<file path="config.mk">
export PLATFORM = sky130hd
export DESIGN_NAME = sysref_capture_monitor
export DESIGN_NICKNAME = d
export VERILOG_FILES = /design/src/logic/sysref_window_monitor.v /design/src/logic/sysref_capture_monitor.v
export VERILOG_INCLUDE_DIRS = /design/src /design/src/shared
export SDC_FILE = /design/constraint.sdc
export NUM_CORES = 1
export LEC_CHECK = 0
export ABC_AREA = 1
export BUFFER_PORTS_ARGS = -buffer_cell sky130_fd_sc_hd__clkbuf_2
export CORE_MARGIN = 3
export CORE_UTILIZATION = 55
export CTS_BUF_LIST = sky130_fd_sc_hd__clkbuf_16
export DETAILED_ROUTE_END_ITERATION = 16
export PLACE_DENSITY = 0.74
export SETUP_SLACK_MARGIN = 0.5
export SYNTH_ARGS = -nofsm -noshare
export SYNTH_HDL_FRONTEND = slang
export SYNTH_SLANG_ARGS = --single-unit
</file>
<file path="constraint.sdc">
create_clock -name clock -period 5.7 [get_ports clock]
set_input_delay 0.285 -clock clock [delete_from_list [all_inputs] [get_ports clock]]
set_output_delay 0.285 -clock clock [all_outputs]
set_load 0.05 [all_outputs]
</file>
<file path="src/shared/sysref_regs.vh">
// register map, field positions and reset values of the sysref capture monitor
`ifndef SYSREF_REGS_VH
`define SYSREF_REGS_VH

`define ADDR_SYSREF_CONTROL      12'h120
`define ADDR_SYSREF_IGNORE_COUNT 12'h121
`define ADDR_SYSREF_TS_DELAY     12'h123
`define ADDR_SYSREF_SETUP_HOLD   12'h128
`define ADDR_SYSREF_DIV_PHASE    12'h129
`define ADDR_SYSREF_EVENT_COUNT  12'h12a

`define CTRL_FLAG_RESET_BIT      6
`define CTRL_TRANS_SEL_BIT       4
`define CTRL_EDGE_SEL_BIT        3
`define CTRL_MODE_HI             2
`define CTRL_MODE_LO             1

`define MODE_DISABLED            2'h0
`define MODE_CONTINUOUS          2'h1
`define MODE_NSHOT               2'h2

`define RST_CONTROL              8'h00
`define RST_IGNORE_COUNT         4'h0
`define RST_TS_DELAY             7'h40
`define RST_STATUS               8'h00

`define HOLD_WINDOW_CYCLES       3'h4

`endif

</file>
<file path="src/logic/sysref_window_monitor.v">
// setup and hold stability monitor around each captured sysref transition
`timescale 1ns/1ps
`include "sysref_regs.vh"

module sysref_window_monitor (
    input  wire       clock,
    input  wire       sys_rst,
    input  wire       flagReset,
    input  wire       level,
    input  wire       capture,
    output wire [3:0] setupStatus,
    output wire [3:0] holdStatus
);
    reg [4:0] history_q;
    reg [3:0] setup_q;
    reg [3:0] hold_q;
    reg [2:0] holdWait_q;
    reg       postLevel_q;

    assign setupStatus = setup_q;
    assign holdStatus  = hold_q;

    always @(posedge clock) begin
        if (sys_rst) begin
            history_q   <= 5'h00;
            setup_q     <= 4'h0;
            hold_q      <= 4'h0;
            holdWait_q  <= 3'h0;
            postLevel_q <= 1'b0;
        end else begin
            history_q <= {history_q[3:0], level};
            if (flagReset) begin
                // flags held cleared while the flag reset is set
                setup_q    <= 4'h0;
                hold_q     <= 4'h0;
                holdWait_q <= 3'h0;
            end else if (capture) begin
                // bit i set: level was still at its old value i+2 cycles before
                setup_q     <= ~(history_q[4:1] ^ {4{history_q[0]}});
                postLevel_q <= level;
                holdWait_q  <= `HOLD_WINDOW_CYCLES;
            end else if (holdWait_q != 3'h0) begin
                holdWait_q <= holdWait_q - 3'h1;
                if (holdWait_q == 3'h1) begin
                    // bit i set: new level still held 3-i cycles after capture
                    hold_q <= ~(history_q[3:0] ^ {4{postLevel_q}});
                end
            end
        end
    end
endmodule

</file>
<file path="src/logic/sysref_capture_monitor.v">
// sysref capture, n-shot skip, timestamp delay and status registers
`timescale 1ns/1ps
`include "sysref_regs.vh"

module sysref_capture_monitor (
    input  wire        clock,
    input  wire        sys_rst,
    input  wire        sysrefIn,
    input  wire [11:0] address,
    input  wire [7:0]  writeData,
    input  wire        writeStrobe,
    input  wire        readStrobe,
    output reg  [7:0]  readData,
    output reg         captureStrobe,
    output reg         timestampStrobe
);
    localparam [2:0] ST_IDLE  = 3'b001;
    localparam [2:0] ST_ARMED = 3'b010;
    localparam [2:0] ST_DONE  = 3'b100;

    reg [7:0]   control_q;
    reg [3:0]   ignoreCount_q;
    reg [6:0]   tsDelay_q;
    reg [3:0]   divPhase_q;
    reg [7:0]   eventCount_q;
    reg [2:0]   state_q;
    reg [3:0]   skipLeft_q;
    reg [2:0]   divider_q;
    reg         negSync1_q;
    reg         negSync2_q;
    reg         sync1_q;
    reg         sync2_q;
    reg         level_q;
    reg [126:0] delayLine_q;

    wire       flagReset  = control_q[`CTRL_FLAG_RESET_BIT];
    wire       transSel   = control_q[`CTRL_TRANS_SEL_BIT];
    wire       edgeSel    = control_q[`CTRL_EDGE_SEL_BIT];
    wire [1:0] mode       = control_q[`CTRL_MODE_HI:`CTRL_MODE_LO];
    wire       ctrlWrite  = writeStrobe && (address == `ADDR_SYSREF_CONTROL);
    wire [1:0] newMode    = writeData[`CTRL_MODE_HI:`CTRL_MODE_LO];
    // both sampling paths are fully synchronised before this mux
    wire       pinLevel   = edgeSel ? negSync2_q : sync2_q;
    wire       riseSeen   = pinLevel & ~level_q;
    wire       fallSeen   = ~pinLevel & level_q;
    // falling transitions when select is 1
    wire       validTrans = transSel ? fallSeen : riseSeen;
    reg        capture;
    wire [3:0] setupStatus;
    wire [3:0] holdStatus;

    // falling-edge pair; the pin meets no logic before its second flop
    always @(negedge clock) begin
        if (sys_rst) begin
            negSync1_q <= 1'b0;
            negSync2_q <= 1'b0;
        end else begin
            negSync1_q <= sysrefIn;
            negSync2_q <= negSync1_q;
        end
    end

    always @(posedge clock) begin
        if (sys_rst) begin
            sync1_q <= 1'b0;
            sync2_q <= 1'b0;
            level_q <= 1'b0;
        end else begin
            sync1_q <= sysrefIn;
            sync2_q <= sync1_q;
            level_q <= pinLevel;
        end
    end

    // capture decision per mode
    always @* begin
        capture = 1'b0;
        case (mode)
            `MODE_CONTINUOUS: begin
                capture = validTrans;
            end
            `MODE_NSHOT: begin
                // one shot once the skip count is used up
                capture = validTrans && state_q == ST_ARMED && skipLeft_q == 4'h0;
            end
            default: begin
                capture = 1'b0;
            end
        endcase
    end

    // n-shot sequencer; writing n-shot mode to the control register re-arms
    always @(posedge clock) begin
        if (sys_rst) begin
            state_q    <= ST_IDLE;
            skipLeft_q <= 4'h0;
        end else if (ctrlWrite) begin
            if (newMode == `MODE_NSHOT) begin
                state_q    <= ST_ARMED;
                skipLeft_q <= ignoreCount_q;
            end else begin
                state_q <= ST_IDLE;
            end
        end else begin
            case (state_q)
                ST_ARMED: begin
                    if (validTrans && mode == `MODE_NSHOT) begin
                        if (skipLeft_q != 4'h0) begin
                            skipLeft_q <= skipLeft_q - 4'h1;
                        end else begin
                            state_q <= ST_DONE;
                        end
                    end
                end
                ST_DONE: begin
                    state_q <= ST_DONE;
                end
                ST_IDLE: begin
                    state_q <= ST_IDLE;
                end
                default: begin
                    state_q <= ST_IDLE;
                end
            endcase
        end
    end

    // free-running divide-by-8 for the phase report
    always @(posedge clock) begin
        if (sys_rst) begin
            divider_q <= 3'h0;
        end else begin
            divider_q <= divider_q + 3'h1;
        end
    end

    always @(posedge clock) begin
        if (sys_rst) begin
            divPhase_q      <= 4'h0;
            eventCount_q    <= 8'h00;
            captureStrobe   <= 1'b0;
            timestampStrobe <= 1'b0;
            delayLine_q     <= 127'h0;
        end else begin
            captureStrobe <= capture;
            if (capture) begin
                // whole cycles in the top bits, half cycle from edge select
                divPhase_q <= {divider_q, edgeSel};
            end
            if (flagReset) begin
                eventCount_q <= 8'h00;
            end else if (capture) begin
                // 8-bit add wraps 255 to 0 by itself
                eventCount_q <= eventCount_q + 8'h01;
            end
            // one fixed register stage plus the programmed delay
            delayLine_q <= {delayLine_q[125:0], capture};
            if (tsDelay_q == 7'h00) begin
                timestampStrobe <= capture;
            end else begin
                timestampStrobe <= delayLine_q[tsDelay_q - 7'h01];
            end
        end
    end

    // register writes
    always @(posedge clock) begin
        if (sys_rst) begin
            control_q     <= `RST_CONTROL;
            ignoreCount_q <= `RST_IGNORE_COUNT;
            tsDelay_q     <= `RST_TS_DELAY;
        end else if (writeStrobe) begin
            case (address)
                `ADDR_SYSREF_CONTROL: begin
                    // reserved bits 7, 5 and 0 stay zero
                    control_q <= writeData & 8'h5e;
                end
                `ADDR_SYSREF_IGNORE_COUNT: begin
                    ignoreCount_q <= writeData[3:0];
                end
                `ADDR_SYSREF_TS_DELAY: begin
                    tsDelay_q <= writeData[6:0];
                end
                default: begin
                    control_q <= control_q;
                end
            endcase
        end
    end

    // read data stands only in the cycle after the strobe
    always @(posedge clock) begin
        if (sys_rst) begin
            readData <= `RST_STATUS;
        end else if (readStrobe) begin
            case (address)
                `ADDR_SYSREF_CONTROL:      readData <= control_q;
                `ADDR_SYSREF_IGNORE_COUNT: readData <= {4'h0, ignoreCount_q};
                `ADDR_SYSREF_TS_DELAY:     readData <= {1'b0, tsDelay_q};
                `ADDR_SYSREF_SETUP_HOLD:   readData <= {holdStatus, setupStatus};
                `ADDR_SYSREF_DIV_PHASE:    readData <= {4'h0, divPhase_q};
                `ADDR_SYSREF_EVENT_COUNT:  readData <= eventCount_q;
                default:                   readData <= 8'h00;
            endcase
        end else begin
            readData <= 8'h00;
        end
    end

    sysref_window_monitor u_sysref_window_monitor (
        .clock       (clock),
        .sys_rst     (sys_rst),
        .flagReset   (flagReset),
        .level       (pinLevel),
        .capture     (capture),
        .setupStatus (setupStatus),
        .holdStatus  (holdStatus)
    );
endmodule

</file>
==> flow_summary.yaml, run 1 <==
pwr:
  leakage_nw: 3.62
  ir_drop_mv: 0.204
  p_per_area_nw_per_um2: 300
placement:
  preCtsSetupSlack_ps: 912
  port_buffers: 33
  dpl.cell_count: 1252
  hpwlAfterDp_mm: 10.2
  gp_congestion: 0.883
final_layout:
  fillCellCount: 1307
  antennaDiodeCount: 0
  nNetsFinal: 1128
  drive_gt1_frac: 0.0896
  fin_cells: 1285
  areaGrowthSynthToFinish_pct: 9.40
job:
  maxCapViolations: 0
yosys:
  synthAdderAreaFrac: 0.0173
  yosysMostFrequentCell: "dfxtp_1"
  synth_ff_type: "dfxtp_1"
  synth_xor_area_frac: 0.0199
  synth_cell_types: 33
  netlist_top_cells_count: "dfxtp_1, inv_1, nor2_1"
  ys_seq_area_frac: 0.492
  synth_top_family_by_area: "simple AND/OR/NAND/NOR gates"
  ys_ff_latch: 195
  ys_warn_count: 0
  synth_compound_area_frac: 0.0795
  synth_edf_count: 0
  yosys.area.top_type_share: 0.492
  synth.area.top_cells: "dfxtp_1, inv_1, nor2_1"
  syn_inst: 1082
  muxShareOfSynthArea: 0
  yosysTopAreaCell: "dfxtp_1"
  synthSimpleGateAreaFrac: 0.267
  syn-num-nets: 1118
  netlist_area_um2: 7940
  ys_async_sr_fraction: 0
  avgSynthCellArea_um2: 7.33
global_routing:
  antenna_found_initial: 0
  gr-usage-all-layers: 0.216
  grt_pass1_wl_mm: 28.2
  grt_max_degree: 77
  grt_pass1_vias: 5930
  grt.overflow.total: 0
clock_network:
  postCtsSetupBuffers: 0
  hold_buffers: 0
  numCtsBuffers: 17
  cts.sinks: 195
  insertion_delay_ps: 450
  clk_pin_slew_ps: 70
  cts_buffer_depth: 2
  cts_tree: "done"
  post_cts_resized: 0
  htreeDepth: 4
  cts-root-buf: "clkbuf_16"
critical_path:
  crit_path_top_delay_cell: "clkinv_1"
  path_class: "reg2reg"
  cp_max_fo: 33
  cp_common_cell: "nand2_1"
  path_delay_family: "buffers and inverters"
  reg2reg_setup_slack_ps: 880
  end_kind: "register"
  start_kind: "register"
  cp-endpoint: "timestampStrobe"
  worst-r2r-cell-count: 14
  critPathRequiredTime_ps: 6030
  crit_path_cell_trace: "nand2_1, nand2_2, o21ai_1, nand2_1, inv_2, nand3_2, o21ai_2, nand2_2, buf_4, clkinv_1, nand2_1, nand3_1, nand2_1, inv_1"
  r2r-start: "negSync2_q"
  cp.depth: 14
  max_stage_delay_ps: 340
  crit_start: "negSync2_q"
  r2r_end: "timestampStrobe"
  critPathArrivalTime_ps: 5150
  critPathBufInv: 4
min_path:
  hp-class: "in2reg"
die:
  row_count: 43
  dieArea_um2: 15900
  die_w_um: 126
  fp.dieH_um: 126
  ios: 35
  core_area_um2: 14000
  start_util: 0.567
routing:
  routed_via_density: 5.02
  vias: 6451
  wl_per_cell_um: 12.8
  first_iter_violations: 587
  post-route-drc-count: 0
  antenna_left: 0
  wl_mm: 16.4
  drt-pass1-iter-count: 5
timing:
  tightest_slew_ps: 1170
  finalSetupViolCount: 0
  finalClockSkew_ps: 22.5
  fin_ws_ps: 884
  grt_setup_unrepaired: "false"
  whs_ps: 84.4
  hold_violations: 0
  tns_ps: 0
  slew_violations: 0
  relSlewSlack: 0.219
outcome:
  status: "completed"
-- cell usage in the layout (no fill, tap or decap), types with 4 or more instances in the layout --
master | netlist | routed
clkinv_4 | 0 | 5
clkbuf_16 | 0 | 17
nand2_2 | 5 | 5
nor2_1 | 173 | 173
o211ai_1 | 8 | 8
a21oi_1 | 46 | 46
clkinv_2 | 0 | 5
inv_2 | 10 | 10
inv_1 | 190 | 191
clkbuf_2 | 0 | 32
nand3_1 | 129 | 129
nand2_1 | 163 | 163
o21ai_0 | 38 | 38
dfxtp_1 | 195 | 194
nor3_1 | 6 | 6
o21ai_2 | 4 | 4
o22ai_1 | 9 | 9
buf_4 | 2 | 6
xnor2_1 | 11 | 11
xor2_1 | 7 | 7
ha_1 | 11 | 11
nand4_1 | 7 | 7
-- kinds of logic (layout without fill, tap and decap cells) --
kind of cell | after synthesis | count (layout)
AND/OR/NAND/NOR | 495 | 495
AO/OA/AOI/OAI | 113 | 113
adder cells (fa/ha/maj) | 11 | 11
buffers and inverters | 250 | 273
XOR/XNOR | 18 | 18
flip-flops | 195 | 195
-- metal layers --
layer | track usage | share of wire | up-vias
li1 | - | - | 3343
met1 | 0.304 | 0.49 | 2945
met2 | 0.326 | 0.44 | 134
met3 | 0.0513 | 0.048 | 29
met4 | 0.0789 | 0.021 | 0
met5 | 0 | 0 | -
-- cell type report --
| class | count | area [µm²] | share of cell area |
|---|---|---|---|
| Inverter | 201 | 754 | 0.0869 |
| Clock inverter | 17 | 118 | 0.0135 |
| Timing Repair Buffer | 38 | 205 | 0.0236 |
| Multi-Input combinational cell | 637 | 3050 | 0.351 |
| Sequential cell | 195 | 3910 | 0.450 |
| Clock buffer | 17 | 425 | 0.0490 |
| Tap cell | 180 | 225 | 0.0259 |
-- flip-flops by register name, indices dropped and copies added, names as in the netlist, 3 cells and up --
signal / cells
divPhase_q: 4
delayLine_q: 127
readData: 8
u_sysref_window_monitor.setupStatus: 4
control_q: 5
u_sysref_window_monitor.holdStatus: 4
divider_q: 3
skipLeft_q: 4
u_sysref_window_monitor.holdWait_q: 3
u_sysref_window_monitor.history_q: 5
state_q: 3
eventCount_q: 8
ignoreCount_q: 4
tsDelay_q: 7
-- how the worst min path moves through the flow --
stage | startpoint | end | depth (start not counted)
final | writeData[0] | tsDelay_q[0] | 3
after global routing | sysrefIn | sync1_q | 3
after CTS | writeData[0] | tsDelay_q[0] | 3
after detailed placement | sync1_q | sync2_q | 2
after global placement | sync1_q | sync2_q | 2
after floorplan | negSync1_q | negSync2_q | 2
-- report_power, final --
part           total (mW)  switching [mW]  leakage [nW]  internal, mW
clock                1.10           0.534         0.276         0.563
sequential           1.40          0.0159          1.57          1.38
combinational       0.109          0.0693          1.77        0.0401
-- tightest hold or removal path, stage by stage --
cell and delay (ps):
clkbuf_2 80, inv_1 60, a21oi_1 60
-- stage by stage --
| step | util | power [mW] | instance area [µm²] |
|---|---|---|---|
| floorplan | - | 1.51 | 7940 |
| global route | 0.621 | 2.70 | 8680 |
| finish | 0.621 | 2.60 | 8680 |
| detailed placement | 0.582 | 1.54 | 8140 |
| CTS | 0.621 | 2.62 | 8680 |
| global placement | 0.582 | 1.54 | 8140 |
Power figures use the tool's default switching activity.
==> run 2, diff against run 1 <==
==> constraint.sdc (replaced) <==
create_clock -name clock -period 4.59 [get_ports clock]
set_input_delay 0.2295 -clock clock [delete_from_list [all_inputs] [get_ports clock]]
set_output_delay 0.2295 -clock clock [all_outputs]
set_load 0.05 [all_outputs]
==> run 2 against run 1 <==
Against the previous run: setup slack lost 200 ps; sequential power grew 24%; worst hold slack lost 44 ps; highest routed layer unchanged; cell area grew 0.78%; flip-flop and latch count is the same; combinational power grew 24%; critical path depth shrank 1; clock skew grew 11 ps.
==> flow_summary.yaml, run 2 (synthesis gave the netlist of run 1 again) <==
critical_path:
  crit_path_cell_trace: "nand2_1, nand2_2, o21ai_1, nand2_1, inv_2, nand3_2, o21ai_2, nand2_2, clkinv_1, nand2_1, nand3_1, nand2_1, inv_1"
  critPathArrivalTime_ps: 4230
  path_class: "reg2reg"
  cp_max_fo: 9
  start_kind: "register"
  crit_path_top_delay_cell: "dfxtp_1"
  reg2reg_setup_slack_ps: 680
  max_stage_delay_ps: 300
  path_delay_family: "simple AND/OR/NAND/NOR gates"
  critPathBufInv: 3
  end_kind: "register"
  r2r-start: "negSync2_q"
  worst-r2r-cell-count: 13
  cp_common_cell: "nand2_1"
  r2r_end: "timestampStrobe"
  critPathRequiredTime_ps: 4910
pwr:
  intPower_mw: 2.65
  clkPwrFrac: 0.443
  p_per_area_nw_per_um2: 384
  leakage_nw: 3.66
  ir_drop_mv: 0.254
  p_comb_frac: 0.040
  p_switching_uw: 718
  sequentialPowerShare: 0.516
  switching_share: 0.213
final_layout:
  fillCellCount: 1283
  layout_common_cells: "inv_1, dfxtp_1, nor2_1"
  reg.largest.list: "delayLine_q: 127 flops, eventCount_q: 8 flops, readData: 8 flops"
  drive_gt1_frac: 0.0842
  antennaDiodeCount: 0
  areaGrowthSynthToFinish_pct: 10.2
  largest_reg_flops: 127
  fin_cells: 1285
  nNetsFinal: 1129
  largest-register: "delayLine_q"
  design_area_um2: 8750
die:
  die_w_um: 126
  core_area_um2: 14000
  row_count: 43
  ios: 35
  fp.dieH_um: 126
  start_util: 0.567
  dieArea_um2: 15900
clock_network:
  cts_tree: "done"
  postCtsSetupBuffers: 0
  hold_buffers: 0
  insertion_delay_ps: 450
  htreeDepth: 4
  clk_pin_slew_ps: 60
  numCtsBuffers: 17
  cts-root-buf: "clkbuf_16"
  cts_buffer_depth: 2
  post_cts_resized: 0
  cts.sinks: 195
timing:
  tightest_slew_ps: 1030
  hold_violations: 0
  finalSetupViolCount: 0
  grt_setup_unrepaired: "false"
  relSlewSlack: 0.312
  tns_ps: 0
  slew_violations: 0
  finalClockSkew_ps: 33.8
global_routing:
  grt_pass1_wl_mm: 27.7
  grt_pass1_vias: 5919
  grt.overflow.total: 0
  grt_max_degree: 106
  antenna_found_initial: 0
  gr-usage-all-layers: 0.211
routing:
  wl_per_cell_um: 12.7
  post-route-drc-count: 0
  antenna_left: 0
  routed_via_density: 5.01
  first_iter_violations: 521
  vias: 6440
  wl_mm: 16.3
  drt-pass1-iter-count: 5
min_path:
  hp-class: "in2reg"
  hold_end: "sync1_q"
  hold-path-cell-count: 3
  hp-start: "sysrefIn"
placement:
  gp_congestion: 0.851
  placed_area_um2: 8150
  hpwlAfterDp_mm: 10.4
  port_buffers: 33
  dpl.cell_count: 1253
outcome:
  status: "completed"
job:
  maxCapViolations: 0
run 2: through the flow:
step | hold slack (ps) | power (mW) | utilization | setup WS, ps
global placement | 394 | 1.91 | 0.583 | 686
detailed placement | 396 | 1.91 | 0.583 | 654
floorplan | 345 | 1.87 | - | 895
global route | 56.8 | 3.48 | 0.625 | 496
finish | 40.3 | 3.36 | 0.625 | 684
CTS | 33.2 | 3.38 | 0.625 | 608
run 2: layout make-up:
cell class / instances / area (µm²) / area share
flip-flops and latches: 195 / 3910 / 0.446
repair buffers: 39 / 216 / 0.0247
well taps: 180 / 225 / 0.0257
multi-input cells: 637 / 3050 / 0.349
clock inverters: 15 / 146 / 0.0167
clock buffers: 18 / 450 / 0.0515
inverters: 201 / 754 / 0.0862
run 2: worst max-delay path by stage:
stage	start	to	slack, ps	cells after the start
after floorplan	negSync2_q	eventCount_q[3]	900	12
after global placement	negSync2_q	u_sysref_window_monitor.holdStatus[1]	690	13
after detailed placement	negSync2_q	u_sysref_window_monitor.holdStatus[0]	650	13
after CTS	negSync2_q	u_sysref_window_monitor.holdStatus[3]	610	13
after global routing	negSync2_q	timestampStrobe	500	13
final	negSync2_q	timestampStrobe	680	13
run 2: worst register-to-register path, stage by stage (launching register included):
cell	delay, ps
dfxtp_1	300
nand2_1	60
nand2_2	100
o21ai_1	70
nand2_1	90
inv_2	50
nand3_2	80
o21ai_2	60
nand2_2	80
clkinv_1	270
nand2_1	140
nand3_1	80
nand2_1	60
inv_1	40
run 2: power groups by stage:
stage,combinational [mW],clock [mW],sequential (mW)
after detailed placement,0.135,0.00409,1.77
after global placement,0.132,0.00409,1.77
after floorplan,0.104,0.00409,1.77
final,0.135,1.49,1.74
after global routing,0.158,1.58,1.74
after CTS,0.136,1.51,1.74
run 2: metal layers:
layer | wire [µm] | track usage
met1 | 8000 | 0.285
met2 | 7290 | 0.333
met3 | 778 | 0.0500
met4 | 254 | 0.0713
met5 | 0 | 0
==> run 3, diff against run 2 <==
--- a/config.mk
+++ b/config.mk
@@ -8,11 +8,11 @@
 export LEC_CHECK = 0
 export ABC_AREA = 1
 export BUFFER_PORTS_ARGS = -buffer_cell sky130_fd_sc_hd__clkbuf_2
-export CORE_MARGIN = 3
-export CORE_UTILIZATION = 55
+export CORE_MARGIN = 1
+export CORE_UTILIZATION = 60
 export CTS_BUF_LIST = sky130_fd_sc_hd__clkbuf_16
 export DETAILED_ROUTE_END_ITERATION = 16
-export PLACE_DENSITY = 0.74
+export PLACE_DENSITY = 0.8
 export SETUP_SLACK_MARGIN = 0.5
 export SYNTH_ARGS = -nofsm -noshare
 export SYNTH_HDL_FRONTEND = slang
==> run 3 against run 2 <==
Against the previous run: sequential power is essentially flat; final cell count shrank 0.47%; critical path depth shrank 1; combinational power grew 5%; critical endpoint is now u_sysref_window_monitor.postLevel_q; non-clock buffer count grew 2.
==> flow_summary.yaml, run 3 (synthesis gave the netlist of run 1 again) <==
outcome:
  status: "completed"
timing:
  slew_violations: 0
  finalSetupViolCount: 0
  grt_setup_unrepaired: "false"
  finalClockSkew_ps: 24.6
  hold_violations: 0
  tns_ps: 0
  relSlewSlack: 0.361
  tightest_slew_ps: 959
critical_path:
  max_stage_delay_ps: 300
  crit_path_cell_trace: "nand2_1, nand2_2, inv_2, o21ai_1, nand2_1, inv_2, nand3_4, o21ai_4, nand2_4, buf_8, nor3_1, nor2_1"
  worst-r2r-cell-count: 12
  critPathArrivalTime_ps: 4310
  r2r-start: "negSync2_q"
  crit_path_top_delay_cell: "dfxtp_1"
  end_kind: "register"
  critPathRequiredTime_ps: 4900
  reg2reg_setup_slack_ps: 580
  crit_start: "negSync2_q"
  start_kind: "register"
  cp_max_fo: 17
  path_class: "reg2reg"
  r2r_end: "u_sysref_window_monitor.postLevel_q"
clock_network:
  htreeDepth: 4
  cts-root-buf: "clkbuf_16"
  numCtsBuffers: 17
  cts.sinks: 195
  insertion_delay_ps: 450
  cts_buffer_depth: 2
  clk_pin_slew_ps: 60
  cts_tree: "done"
die:
  ios: 35
  core_area_um2: 12800
  fp.dieH_um: 117
  dieArea_um2: 13700
  die_w_um: 117
  row_count: 41
  start_util: 0.621
global_routing:
  grt.overflow.total: 0
  grt_pass1_wl_mm: 27.8
  antenna_found_initial: 0
  gr-usage-all-layers: 0.264
  grt_max_degree: 98
  grt_pass1_vias: 5977
final_layout:
  largest_reg_flops: 127
  layout_common_cells: "inv_1, dfxtp_1, nor2_1"
  final_util: 0.686
  reg.largest.list: "delayLine_q: 127 flops, eventCount_q: 8 flops, readData: 8 flops"
  nNetsFinal: 1131
  largest-register: "delayLine_q"
  final_common_cell: "inv_1"
  ff_latch_area_um2: 3910
  fillCellCount: 1059
  antennaDiodeCount: 0
  multi_input_area_um2: 3070
  drive_gt1_frac: 0.0840
  areaGrowthSynthToFinish_pct: 10.4
routing:
  routed_via_density: 5.19
  antenna_left: 0
  first_iter_violations: 881
  vias: 6637
  post-route-drc-count: 0
  wl_per_cell_um: 13.2
  drt-pass1-iter-count: 6
  wl_mm: 16.9
placement:
  port_buffers: 33
  hpwlAfterDp_mm: 10.5
  gp_congestion: 0.921
min_path:
  hp-class: "in2reg"
  hold-path-cell-count: 3
  hold_end: "sync1_q"
  hp-start: "sysrefIn"
job:
  maxCapViolations: 0
pwr:
  ir_drop_mv: 0.258
  p_per_area_nw_per_um2: 381
  leakage_nw: 3.69
## run 3: cell types whose count changed in the layout (fill, tap and decap cells not counted), sizes merged
cell    delta
buf        +2
bufinv     +1
clkbuf     -1
## run 3: metal layers
layer / vias up / GRT usage / routed length [µm] / part of all wire
met5: - / 0 / 0 / 0
met4: 0 / 0.121 / 397 / 0.024
met3: 32 / 0.0649 / 1380 / 0.082
met2: 227 / 0.408 / 7520 / 0.45
met1: 3022 / 0.350 / 7550 / 0.45
li1: 3356 / - / - / -
## run 3: critical path, delay by kind of cell, from the launching register on
| family | cells | cell delay, ps |
|---|---|---|
| flip-flops | 1 | 300 |
| buffers and inverters | 3 | 290 |
| AND/OR/NAND/NOR | 7 | 730 |
| AO/OA/AOI/OAI | 2 | 260 |
## run 3: worst max path at each step
stage | endpoint | slack [ps]
floorplan | eventCount_q[3] | 900
global placement | timestampStrobe | 520
detailed placement | timestampStrobe | 420
CTS | u_sysref_window_monitor.postLevel_q | 590
global route | divPhase_q[1] | 500
finish | u_sysref_window_monitor.postLevel_q | 580
## run 3: power by group
group / internal [mW] / leakage (nW) / switching (mW) / total (mW)
clock network: 0.863 / 0.310 / 0.597 / 1.46
logic: 0.0505 / 1.80 / 0.0913 / 0.142
registers: 1.72 / 1.57 / 0.0181 / 1.74
total: 2.63 / 3.69 / 0.707 / 3.34
## run 3: stage by stage
stage | setup WS [ps] | power, mW | hold slack (ps) | cell area, µm² | instances
3_3_place_gp | 524 | 1.91 | 391 | 8140 | 1245
6_report | 585 | 3.34 | 16.5 | 8760 | 1279
3_5_place_dp | 425 | 1.91 | 396 | 8140 | 1245
5_1_grt | 499 | 3.44 | 21.1 | 8760 | 1279
2_1_floorplan | 895 | 1.87 | 345 | 7940 | 1082
4_1_cts | 587 | 3.35 | 3.44 | 8730 | 1279
## run 3: timing repair
item | in CTS | in global routing
gates resized for setup | 2 | 6
pin swaps | 1 | 1
hold buffers | 0 | 0
setup buffers | 2 | 0
setup endpoints to repair | 12 | 9
## run 3: layout make-up
| type | count | share of cell area |
|---|---|---|
| Clock inverter | 16 | 0.0174 |
| Timing Repair Buffer | 41 | 0.0269 |
| Sequential cell | 195 | 0.446 |
| Clock buffer | 17 | 0.0486 |
| Multi-Input combinational cell | 637 | 0.351 |
| Inverter | 201 | 0.0863 |
| Tap cell | 172 | 0.0246 |
